**src/core/ais_pkg.sv**
```systemverilog
// Constants, object indices and reset values of the analog input scaling block.
package ais_pkg;

  // Object dictionary indices.
  localparam logic [15:0] AIS_IDX_VALUE = 16'h3320;
  localparam logic [15:0] AIS_IDX_OFFSET = 16'h3321;
  localparam logic [15:0] AIS_IDX_MUL = 16'h3322;
  localparam logic [15:0] AIS_IDX_DIV = 16'h3323;

  // Subindices.
  localparam logic [7:0] AIS_SUB_COUNT = 8'h00;
  localparam logic [7:0] AIS_SUB_CH1 = 8'h01;
  localparam logic [7:0] AIS_SUB_CH2 = 8'h02;

  // Entry count reported at subindex zero.
  localparam logic [7:0] AIS_NUM_CH = 8'h02;

  // Values after reset.
  localparam logic [15:0] AIS_OFFSET_RST = 16'h0000;
  localparam logic [15:0] AIS_FACTOR_RST = 16'h0001;
  localparam logic [31:0] AIS_VALUE_RST = 32'h0000_0000;
  localparam logic [31:0] AIS_RDATA_RST = 32'h0000_0000;

  // Full scale of the converter and the physical ranges it maps onto.
  localparam int AIS_FS_DIGITS = 1023;
  localparam int AIS_FS_VOLTS = 10;
  localparam int AIS_FS_MILLIAMPS = 20;

  // Datapath widths.
  localparam int AIS_SET_W = 16;
  localparam int AIS_WIDE_W = 34;
  localparam int AIS_VAL_W = 32;

  // Layout of the retained settings image.
  localparam int AIS_IMG_W = 96;
  localparam int AIS_IMG_OFF_POS = 0;
  localparam int AIS_IMG_MUL_POS = 32;
  localparam int AIS_IMG_DIV_POS = 64;
  localparam int AIS_IMG_CH_STRIDE = 16;

  // Divider iteration count and its counter width.
  localparam logic [5:0] AIS_DIV_STEPS = 6'd34;

  // Sequencer states.
  typedef enum logic [1:0] {
    AIS_IDLE,
    AIS_CALC,
    AIS_WAIT
  } ais_state_e;

  // Divider states.
  typedef enum logic {
    AIS_DIV_IDLE,
    AIS_DIV_RUN
  } ais_div_state_e;

endpackage

```
**src/core/ais_top.sv**
```systemverilog
// Analog input scaling: offset, multiply and divide per channel, with object dictionary access.
// Contract
// - Present each channel's scaled value continuously, read-only.
// - Add signed offset to raw reading first.
// - Multiply corrected reading by channel numerator.
// - Divide the product by channel denominator.
// - Defaults give raw converter digits unchanged.
// - Voltage count maps to count times 10V/1023.
// - Current count maps to count times 20mA/1023.
// - Signed 16-bit offset per channel, reset zero.
// - Signed 16-bit multiplier per channel, reset one.
// - Signed 16-bit divisor per channel, reset one.
// - Subindex zero reads entry count two, read-only.
// - Values signed 32-bit; second channel optional.
// - Settings retainable; live values never saved.
`timescale 1ns/1ps
`default_nettype none
module ais_top import ais_pkg::*; #(
  parameter int ADC_W = 10,
  parameter bit HAS_CH2 = 1'b1
) (
  // Clock and reset.
  input wire logic sys_clk_in,
  input wire logic resetn_in,
  // Converter readings.
  input wire logic raw_valid_ch1_in,
  input wire logic [ADC_W-1:0] raw_ch1_in,
  input wire logic raw_valid_ch2_in,
  input wire logic [ADC_W-1:0] raw_ch2_in,
  // Object dictionary access.
  input wire logic od_req_in,
  input wire logic od_write_in,
  input wire logic [15:0] od_index_in,
  input wire logic [7:0] od_subidx_in,
  input wire logic [31:0] od_wdata_in,
  output logic od_ack_out,
  output logic od_abort_out,
  output logic [31:0] od_rdata_out,
  // Retained settings image.
  input wire logic restore_load_in,
  input wire logic [AIS_IMG_W-1:0] restore_image_in,
  output logic [AIS_IMG_W-1:0] save_image_out,
  // Live results.
  output logic signed [AIS_VAL_W-1:0] value_ch1_out,
  output logic signed [AIS_VAL_W-1:0] value_ch2_out,
  output logic busy_out
);

  typedef struct packed {
    ais_state_e st;
    logic [1:0] pend;
    logic [1:0][ADC_W-1:0] raw;
    logic [1:0][AIS_SET_W-1:0] offs;
    logic [1:0][AIS_SET_W-1:0] mul;
    logic [1:0][AIS_SET_W-1:0] dvs;
    logic [1:0][AIS_VAL_W-1:0] val;
    logic cur;
    logic rr;
    logic start;
    logic [AIS_WIDE_W-1:0] num_a;
    logic [AIS_SET_W-1:0] den_b;
    logic ack;
    logic abort;
    logic [31:0] rdata;
  } ais_s;

  ais_s s_q;
  ais_s s_d;

  logic div_done;
  logic div_zero;
  logic signed [AIS_WIDE_W-1:0] div_quot;

  // Sign-extends a 16-bit setting to a 32-bit read word.
  function automatic logic [31:0] sext16(input logic [AIS_SET_W-1:0] v);
    sext16 = {{(32 - AIS_SET_W){v[AIS_SET_W-1]}}, v};
  endfunction

  // Sign-extends a 16-bit setting to the wide datapath.
  function automatic logic signed [AIS_WIDE_W-1:0] wide16(input logic [AIS_SET_W-1:0] v);
    wide16 = {{(AIS_WIDE_W - AIS_SET_W){v[AIS_SET_W-1]}}, v};
  endfunction

  // Returns the channel number addressed by a subindex, or flags it as absent.
  function automatic logic [1:0] chan_of(input logic [7:0] sub);
    if (sub == AIS_SUB_CH1) begin
      chan_of = 2'b10;
    end else if (sub == AIS_SUB_CH2 && HAS_CH2) begin
      chan_of = 2'b11;
    end else begin
      chan_of = 2'b00;
    end
  endfunction

  always_comb begin
    logic [1:0] ch;
    logic signed [AIS_WIDE_W-1:0] raw_w;
    logic signed [AIS_WIDE_W-1:0] sum_w;
    logic signed [2*AIS_WIDE_W-1:0] prod_w;
    logic pick;
    ch = 2'b00;
    raw_w = '0;
    sum_w = '0;
    prod_w = '0;
    pick = 1'b0;
    s_d = s_q;
    s_d.ack = 1'b0;
    s_d.abort = 1'b0;
    s_d.start = 1'b0;

    // Settings restored from the retained image; live values are never part of it.
    if (restore_load_in) begin
      for (int c = 0; c < 2; c++) begin
        s_d.offs[c] = restore_image_in[AIS_IMG_OFF_POS + c*AIS_IMG_CH_STRIDE +: AIS_SET_W];
        s_d.mul[c] = restore_image_in[AIS_IMG_MUL_POS + c*AIS_IMG_CH_STRIDE +: AIS_SET_W];
        s_d.dvs[c] = restore_image_in[AIS_IMG_DIV_POS + c*AIS_IMG_CH_STRIDE +: AIS_SET_W];
      end
    end

    // Object dictionary requests are answered in the following cycle.
    if (od_req_in) begin
      s_d.ack = 1'b1;
      s_d.rdata = AIS_RDATA_RST;
      ch = chan_of(od_subidx_in);
      if (od_index_in == AIS_IDX_VALUE || od_index_in == AIS_IDX_OFFSET ||
          od_index_in == AIS_IDX_MUL || od_index_in == AIS_IDX_DIV) begin
        if (od_subidx_in == AIS_SUB_COUNT) begin
          if (od_write_in) begin
            s_d.abort = 1'b1;
          end else begin
            s_d.rdata = {24'h00_0000, AIS_NUM_CH};
          end
        end else if (!ch[1]) begin
          s_d.abort = 1'b1;
        end else if (od_index_in == AIS_IDX_VALUE) begin
          if (od_write_in) begin
            s_d.abort = 1'b1;
          end else begin
            s_d.rdata = s_q.val[ch[0]];
          end
        end else if (od_index_in == AIS_IDX_OFFSET) begin
          if (od_write_in) begin
            s_d.offs[ch[0]] = od_wdata_in[AIS_SET_W-1:0];
          end else begin
            s_d.rdata = sext16(s_q.offs[ch[0]]);
          end
        end else if (od_index_in == AIS_IDX_MUL) begin
          if (od_write_in) begin
            s_d.mul[ch[0]] = od_wdata_in[AIS_SET_W-1:0];
          end else begin
            s_d.rdata = sext16(s_q.mul[ch[0]]);
          end
        end else begin
          if (od_write_in) begin
            s_d.dvs[ch[0]] = od_wdata_in[AIS_SET_W-1:0];
          end else begin
            s_d.rdata = sext16(s_q.dvs[ch[0]]);
          end
        end
      end else begin
        s_d.abort = 1'b1;
      end
    end

    // Sequencer: one channel at a time through offset, multiply and divide.
    case (s_q.st)
      AIS_IDLE: begin
        if (s_q.pend != 2'b00) begin
          pick = (s_q.pend == 2'b11) ? s_q.rr : s_q.pend[1];
          s_d.cur = pick;
          s_d.rr = ~pick;
          s_d.pend[pick] = 1'b0;
          s_d.st = AIS_CALC;
        end
      end
      AIS_CALC: begin
        raw_w = {{(AIS_WIDE_W - ADC_W){1'b0}}, s_q.raw[s_q.cur]};
        sum_w = raw_w + wide16(s_q.offs[s_q.cur]);
        prod_w = sum_w * wide16(s_q.mul[s_q.cur]);
        s_d.num_a = prod_w[AIS_WIDE_W-1:0];
        s_d.den_b = s_q.dvs[s_q.cur];
        s_d.start = 1'b1;
        s_d.st = AIS_WAIT;
      end
      AIS_WAIT: begin
        if (div_done) begin
          if (!div_zero) begin
            s_d.val[s_q.cur] = div_quot[AIS_VAL_W-1:0];
          end
          s_d.st = AIS_IDLE;
        end
      end
      default: begin
        s_d.st = AIS_IDLE;
      end
    endcase

    // A new reading is taken after the sequencer clears its pending flag, so it is never lost.
    // Counts are converter digits; full scale is 10 V or 20 mA over 1023 digits.
    if (raw_valid_ch1_in) begin
      s_d.raw[0] = raw_ch1_in;
      s_d.pend[0] = 1'b1;
    end
    if (raw_valid_ch2_in && HAS_CH2) begin
      s_d.raw[1] = raw_ch2_in;
      s_d.pend[1] = 1'b1;
    end
  end

  always_ff @(posedge sys_clk_in) begin
    if (!resetn_in) begin
      s_q <= '0;
      s_q.st <= AIS_IDLE;
      for (int c = 0; c < 2; c++) begin
        s_q.offs[c] <= AIS_OFFSET_RST;
        s_q.mul[c] <= AIS_FACTOR_RST;
        s_q.dvs[c] <= AIS_FACTOR_RST;
        s_q.val[c] <= AIS_VALUE_RST;
      end
      s_q.den_b <= AIS_FACTOR_RST;
      s_q.rdata <= AIS_RDATA_RST;
    end else begin
      s_q <= s_d;
    end
  end

  ais_div #(
    .A_W(AIS_WIDE_W),
    .B_W(AIS_SET_W)
  ) u_div (
    .sys_clk_in(sys_clk_in),
    .resetn_in(resetn_in),
    .start_in(s_q.start),
    .dividend_in(s_q.num_a),
    .divisor_in(s_q.den_b),
    .done_out(div_done),
    .div_zero_out(div_zero),
    .quot_out(div_quot)
  );

  // Settings image for non-volatile storage; it holds only the three settings per channel.
  always_comb begin
    save_image_out = '0;
    for (int c = 0; c < 2; c++) begin
      save_image_out[AIS_IMG_OFF_POS + c*AIS_IMG_CH_STRIDE +: AIS_SET_W] = s_q.offs[c];
      save_image_out[AIS_IMG_MUL_POS + c*AIS_IMG_CH_STRIDE +: AIS_SET_W] = s_q.mul[c];
      save_image_out[AIS_IMG_DIV_POS + c*AIS_IMG_CH_STRIDE +: AIS_SET_W] = s_q.dvs[c];
    end
  end

  assign od_ack_out = s_q.ack;
  assign od_abort_out = s_q.abort;
  assign od_rdata_out = s_q.rdata;
  assign value_ch1_out = s_q.val[0];
  assign value_ch2_out = s_q.val[1];
  assign busy_out = (s_q.st != AIS_IDLE);

endmodule
`default_nettype wire

```
**src/core/ais_div.sv**
```systemverilog
// Iterative signed divider that truncates its quotient toward zero.
`timescale 1ns/1ps
`default_nettype none
module ais_div import ais_pkg::*; #(
  parameter int A_W = 34,
  parameter int B_W = 16
) (
  // Clock and reset.
  input wire logic sys_clk_in,
  input wire logic resetn_in,
  // Request.
  input wire logic start_in,
  input wire logic signed [A_W-1:0] dividend_in,
  input wire logic signed [B_W-1:0] divisor_in,
  // Answer.
  output logic done_out,
  output logic div_zero_out,
  output logic signed [A_W-1:0] quot_out
);

  typedef struct packed {
    ais_div_state_e st;
    logic [5:0] cnt;
    logic [B_W:0] rem;
    logic [A_W-1:0] quo;
    logic [B_W-1:0] bmag;
    logic neg;
    logic done;
    logic dz;
    logic [A_W-1:0] res;
  } ais_div_s;

  ais_div_s s_q;
  ais_div_s s_d;

  // Magnitude of a signed dividend.
  function automatic logic [A_W-1:0] abs_a(input logic signed [A_W-1:0] v);
    abs_a = v[A_W-1] ? A_W'(-v) : A_W'(v);
  endfunction

  // Magnitude of a signed divisor.
  function automatic logic [B_W-1:0] abs_b(input logic signed [B_W-1:0] v);
    abs_b = v[B_W-1] ? B_W'(-v) : B_W'(v);
  endfunction

  always_comb begin
    logic [B_W:0] rem_sh;
    rem_sh = '0;
    s_d = s_q;
    s_d.done = 1'b0;
    case (s_q.st)
      AIS_DIV_IDLE: begin
        if (start_in) begin
          if (divisor_in == '0) begin
            s_d.done = 1'b1;
            s_d.dz = 1'b1;
          end else begin
            s_d.dz = 1'b0;
            s_d.quo = abs_a(dividend_in);
            s_d.bmag = abs_b(divisor_in);
            s_d.neg = dividend_in[A_W-1] ^ divisor_in[B_W-1];
            s_d.rem = '0;
            s_d.cnt = AIS_DIV_STEPS;
            s_d.st = AIS_DIV_RUN;
          end
        end
      end
      AIS_DIV_RUN: begin
        rem_sh = {s_q.rem[B_W-1:0], s_q.quo[A_W-1]};
        s_d.quo = {s_q.quo[A_W-2:0], 1'b0};
        if (rem_sh >= {1'b0, s_q.bmag}) begin
          s_d.rem = rem_sh - {1'b0, s_q.bmag};
          s_d.quo[0] = 1'b1;
        end else begin
          s_d.rem = rem_sh;
        end
        s_d.cnt = s_q.cnt - 6'd1;
        if (s_q.cnt == 6'd1) begin
          s_d.res = s_q.neg ? A_W'(-s_d.quo) : s_d.quo;
          s_d.done = 1'b1;
          s_d.st = AIS_DIV_IDLE;
        end
      end
      default: begin
        s_d.st = AIS_DIV_IDLE;
      end
    endcase
  end

  always_ff @(posedge sys_clk_in) begin
    if (!resetn_in) begin
      s_q <= '0;
      s_q.st <= AIS_DIV_IDLE;
    end else begin
      s_q <= s_d;
    end
  end

  assign done_out = s_q.done;
  assign div_zero_out = s_q.dz;
  assign quot_out = s_q.res;

endmodule
`default_nettype wire

```
**config.mk**
```make
export PLATFORM = sky130hd
export DESIGN_NAME = ais_top
export DESIGN_NICKNAME = d
export VERILOG_FILES = /design/src/core/ais_pkg.sv /design/src/core/ais_top.sv /design/src/core/ais_div.sv
export SDC_FILE = /design/constraint.sdc
export NUM_CORES = 2
export LEC_CHECK = 0
export ABC_AREA = 1
export BUFFER_PORTS_ARGS = -buffer_cell sky130_fd_sc_hd__buf_2
export CORE_MARGIN = 4
export CORE_UTILIZATION = 38
export DETAILED_ROUTE_END_ITERATION = 16
export SYNTH_ARGS = -nofsm -noshare
export SYNTH_HDL_FRONTEND = slang
export SYNTH_SLANG_ARGS = --single-unit
```
**constraint.sdc**
```tcl
create_clock -name sys_clk_in -period 11.3 [get_ports sys_clk_in]
set_clock_uncertainty 0.05 [all_clocks]
set_input_delay 2.26 -clock sys_clk_in [delete_from_list [all_inputs] [get_ports sys_clk_in]]
set_output_delay 2.26 -clock sys_clk_in [all_outputs]
set_load 0.02 [all_outputs]
```
Word level (Yosys, flattened, before mapping)
Index checks and enable logic that the tools add are counted.
Operators by class
  $add $sub $neg: 6
  $mul: 1
  magnitude comparators: 7
  equality and inequality tests: 14
  mux-type cells: 79
  bitwise operators: 7
  reductions and logical operators: 25
Operator list (count)
  two-way mux 32 bit: 19
  two-way mux 96 bit: 6
  two-way mux 16 bit: 14
  one-hot mux 58 bit (2 select lines): 1
  bitwise mux 32 bit: 3
  two-way mux 77 bit: 1
  two-way mux 75 bit: 1
  two-way mux 34 bit: 2
  bitwise mux 64 bit: 1
  == test 16 x 14 -> 1 bit, second input constant: 4
  two-way mux 64 bit: 1
  two-way mux 51 bit: 1
  negator 34 bit: 1
  multiplier 17 x 16 -> 33 bit: 1
  two-way mux 33 bit: 1
  demux 32 bit (select 1 bit): 1
  negator 32 bit: 1
  two-way mux 10 bit: 2
  adder 11 x 16 -> 17 bit: 1
  >= comparator 17 x 16 -> 1 bit: 1
  two-way mux 17 bit: 1
  subtractor 17 x 16 -> 17 bit: 1
  demux 16 bit (select 1 bit): 1
  logical NOT 16 bit: 1
  28 further kinds: 72
Storage, ports and cells
  register bits: 379
  input port bits: 179
  word-level logic and storage cells: 169

Longest topological paths before layout
  word-level depth: 17
  depth in mapped cells: 45

By module
Synthesis repeated with hierarchy kept, for this count alone.
Unflattened totals
  cells, all modules: 4611
  area, all modules: 33029.2 µm²
Modules (own cells, without submodules)
  ais_top: times used 1, cells an instance 3448, area each 25446.9 µm², sequential area each 5405.2 µm²
  ais_div: times used 1, cells an instance 1163, area each 7582.3 µm², sequential area each 2202.1 µm²

Worst setup path before layout
No wires, ideal clock.
  kind: register -> register
  start point: register s_q[86] in the netlist's numbering
  end point: register s_q[82] in the netlist's numbering
  library setup time: 0.115 ns
  arrival: 7.947 ns
  setup slack: 3.188 ns
  stages on the path, launching flop included: 43
  path buffers: 7
  path through: dfxtp_1 buf_6 buf_2 buf_2 buf_2 buf_1 nand2_1 nand2_1 ha_1 inv_1 fa_1 nand3b_1 o211ai_2 nand4_1 nand2_1 inv_1 o21ai_2 nand2_1 [7 not listed] fa_1 fa_1 fa_1 inv_1 fa_1 inv_1 ha_1 nand2_1 nor2_1 inv_1 nor4_1 inv_1 o21ai_0 a21oi_1 nand2_1 nand2_1 o21ai_0 inv_1
On the way
  longest elaborated chain between the ends: 4
  elaborated cells on any way between the ends: 8
  those cells by class: add/sub (1); mul (1); mux (6)
Ends and longest elaborated chain
  start: declaration: RTL line ais_top.sv:67  | ais_s s_q;
  two-way mux 10 bit (implied by the code) or two-way mux 16 bit (tied branches) (2 in a row): RTL line ais_top.sv:177, ais_top.sv:178
  adder 11 x 16 -> 17 bit: RTL line ais_top.sv:178  | sum_w = raw_w + wide16(s_q.offs[s_q.cur]);
  multiplier 17 x 16 -> 33 bit (*): RTL line ais_top.sv:179  | prod_w = sum_w * wide16(s_q.mul[s_q.cur]);
Every way passes the cells marked *; elsewhere a longest branch is shown, timed or not. The select of a mux whose other input is x is not followed.
A chain may end at the register's enable or synchronous reset.

Worst setup path in the final report
  start point: register s_q[86] in the netlist's numbering
  end point: register s_q[70] in the netlist's numbering
The elaborated chain is that of the path after synthesis.

==> metrics.md <==
| Metric | Value |
|---|---|
| Antenna violations before repair | `5` |
| CP max FO | `49` |
| Final wirelength | `109,000 um` |
| Switching Power | `2440 uW` |
| Overall Power | `between 5000 and 6000 uW` |
| Clock buffer depth | `3` |
| HPWL reported at the end of detailed placement | `around 85,000 um` |
| Clock share of power | `27.0%` |
| Pwr dens | `roughly 160 nW/um^2` |
| DR vias | `29,916` |
| Ys Warns | `0` |
| IO buf count | `357` |
| VDD IR max | `0.000122 V` |
| Dpl ws | `1.93 ns` |
| Worst setup margin | `1.67 ns` |
| FP Rows | `106` |
| Multi-input logic area | `19,600 um^2` |
| Register area | `around 7600 um^2` |
| DRC violations left | `0` |
| Fmax | `104 MHz` |
| Register area share after synthesis | `between 20% and 30%` |
| Cell mode on critical path | `fa_1` |
| CP max stage delay | `roughly 0.8 ns` |
| # fillers | `between 8,000 and 9,000` |
| Worst Setup Start Kind | `flop` |
| Syn_nets | `between 5,000 and 6,000` |
| Logic pwr share | `between 40% and 50%` |
| Hold/Removal Path Class | `reg -> reg` |
| Sequential share of power | `about a quarter` |
| Drt pass-1 iters | `5` |
| Root buf cell | `clkbuf_16` |
| Largest net degree at the start of global routing | `93` |
| Via-to-Cell Ratio | `5.19` |
| Inst Count DP | `roughly 5,700` |
| Area Growth Syn to Fin | `8.92%` |
| FF+latch count, synth | `378` |
| Max-slew violations | `0` |
| Top cells by count, synth | `nand2_1, inv_1, nor2_1` |
| Final hold violations | `0` |
| CTS tree | `yes` |
| Gate Count Post-Synth | `between 4,000 and 5,000` |
| Die Ht | `299 um` |
| Core ar. | `83,700 um^2` |
| Async SR Flop Fraction | `0%` |
| Final Cell Area | `between 30,000 and 40,000 um^2` |
| Dominant cell type by area after synthesis | `dfxtp_1` |
| Io pins | `374` |
| Placed inst area | `about 33,000 um^2` |
| Die Wd | `roughly 300 um` |
| EDFF count, synth | `0` |
| CP required | `11.76 ns` |
| Wire length per cell | `roughly 19 um` |
| CTS clock-pin slew for the worst setup and hold paths | `roughly 0.060 ns` |
| Tcrit/Tclk final | `85.2%` |
| Vias in the first global route | `28,710` |
| First-pass GRT wire length | `168,000 um` |
| Pint | `between 3000 and 4000 uW` |
| Worst slew margin | `23.1%` |
| Commonest register cell after synthesis | `dfxtp_1` |
| Max-cap violations | `0` |
| Count of final setup violators | `0` |
| Layout cells sized above 1 | `a little under an eighth` |
| Worst Tran Pin Value | `about 1.2 ns` |
| Congestion Overflow GR | `0` |
| Lkg Pwr | `0.0170 uW` |
| Initial core utilization | `38.4%` |
| Num Clock Sinks | `378` |
| Num CTS Buffers | `between 40 and 50` |
| Final setup TNS | `0 ns` |
| Syn Std Cell Area | `between 30,000 and 40,000 um^2` |
| Cell with the most instances after synthesis | `nand2_1` |
| Outcome | `complete, no violations` |
| Setup Buffers After CTS | `0` |
| Slowest CP cell | `xor2_1` |
| Iteration-0 DRC Markers | `2,728` |
| RSZ-0062 raised after global routing | `false` |
| Htree depth | `2` |
| Tot GR Track Use | `23.7%` |
| Switching Fraction | `43.2%` |
| Synth top area cells | `dfxtp_1, fa_1, nand2_1` |
| Final cell count without fillers | `5,761` |
| Cts hold-fix bufs | `0` |
| Avg Synthesized Cell Area | `roughly 7.1 um^2` |
| Final min period | `9.63 ns` |
| Die area | `89,200 um^2` |
| CP Class | `reg -> reg` |
| NumNets Final | `around 5,200` |
| DRT antenna net count | `0` |
| GPL Wtd Cong | `0.980` |
| Clock Latency Late Sink | `approximately 0.60 ns` |
| CP arrival | `just over 10 ns` |
| Share of the synthesized area in the top cell type | `a little under a quarter` |
| Netlist cell types | `57` |
| CTS resizes | `0` |
| Worst setup EP type | `flop` |
per-stage QoR:
stage               hold slack [ns]  util [%]
global route                  0.413      41.8
CTS                           0.401      41.8
global placement              0.383      39.9
finish                        0.396      41.8
floorplan                     0.377         -
detailed placement            0.386      39.9
registers in the layout, summed over array words and instances (netlist names):
signal / count
od_abort_out: 1
od_ack_out: 1
value_ch1_out: 32
od_rdata_out: 32
s_q: 76
u_div.quot_out: 32
save_image_out: 96
u_div.s_q: 74
u_div.div_zero_out: 1
value_ch2_out: 32
u_div.done_out: 1
layout by cell type (no fill, tap or decap), drive strengths merged, types with 5 or more instances in the layout:
| master | n |
|---|---|
| a21o | 7 |
| xor2 | 47 |
| nor3 | 35 |
| dfxtp | 378 |
| o221ai | 7 |
| fa | 278 |
| clkinv | 17 |
| diode | 5 |
| o21bai | 8 |
| nand3b | 11 |
| a22oi | 12 |
| a211oi | 18 |
| ha | 115 |
| inv | 708 |
| nor4 | 6 |
| nand2 | 937 |
| or2 | 17 |
| xnor2 | 22 |
| clkbuf | 57 |
| a311oi | 14 |
| bufinv | 6 |
| a21oi | 399 |
| nor2 | 407 |
| o22ai | 9 |
| buf | 402 |
| o211ai | 35 |
| nand3 | 203 |
| nand4 | 40 |
| a221oi | 17 |
| o31ai | 5 |
| a31oi | 23 |
| o21ai | 366 |
worst paths after layout:
kind / startpoint / endpoint / slack [ns] / cells past startpoint
min: od_rdata_out[16] / od_rdata_out[16] / 0.40 / 2
max reg2reg: s_q[86] / s_q[70] / 1.67 / 33
max: s_q[86] / s_q[70] / 1.67 / 33
min reg2reg: od_rdata_out[16] / od_rdata_out[16] / 0.40 / 2
critical path: cells and delay by family (launching register included):
kind,cells,cell delay [ns]
buffers and inverters,8,1.41
AND/OR/NAND/NOR,11,1.98
AO/OA/AOI/OAI,4,0.78
XOR/XNOR,1,0.80
flip-flops,1,0.68
adder cells (fa/ha/maj),9,3.87
routing by layer:
metal  track usage (%)  wire length [um]  up-vias
li1                  -                 -    14324
met1              31.9             46900    14256
met2              38.8             49200     1166
met3              3.33              8120      168
met4              8.98              4330        2
met5                 0                12        -
cell families after synthesis:
kind of cell | after synthesis | share of synthesized area (%)
AOI/OAI and AO/OA | 929 | 15.9
buffers and inverters | 1115 | 15.6
and+or+nand+nor | 1659 | 21.2
adders and majority gates | 393 | 21.8
xor gates and xnor gates | 69 | 1.94
DFF | 378 | 23.6
final cells by class:
class,count,share of cell area [%]
tap,1134,4.06
clock inverter,21,0.966
inverter,714,7.68
clock buffer,57,3.45
timing repair buffer,402,6.10
multi-input combinational,3050,56.0
sequential,378,21.7
antenna,5,0.0358
power groups by stage:
stage / Sequential [uW] / Clock, uW / Combinational (uW)
after floorplan: 1480 / 0 / 1960
final: 1490 / 1520 / 2630
after CTS: 1490 / 1550 / 2640
after detailed placement: 1520 / 0 / 2620
after global routing: 1500 / 1590 / 3010
after global placement: 1520 / 0 / 2620
Note: power is estimated with default switching activity, not from simulation.
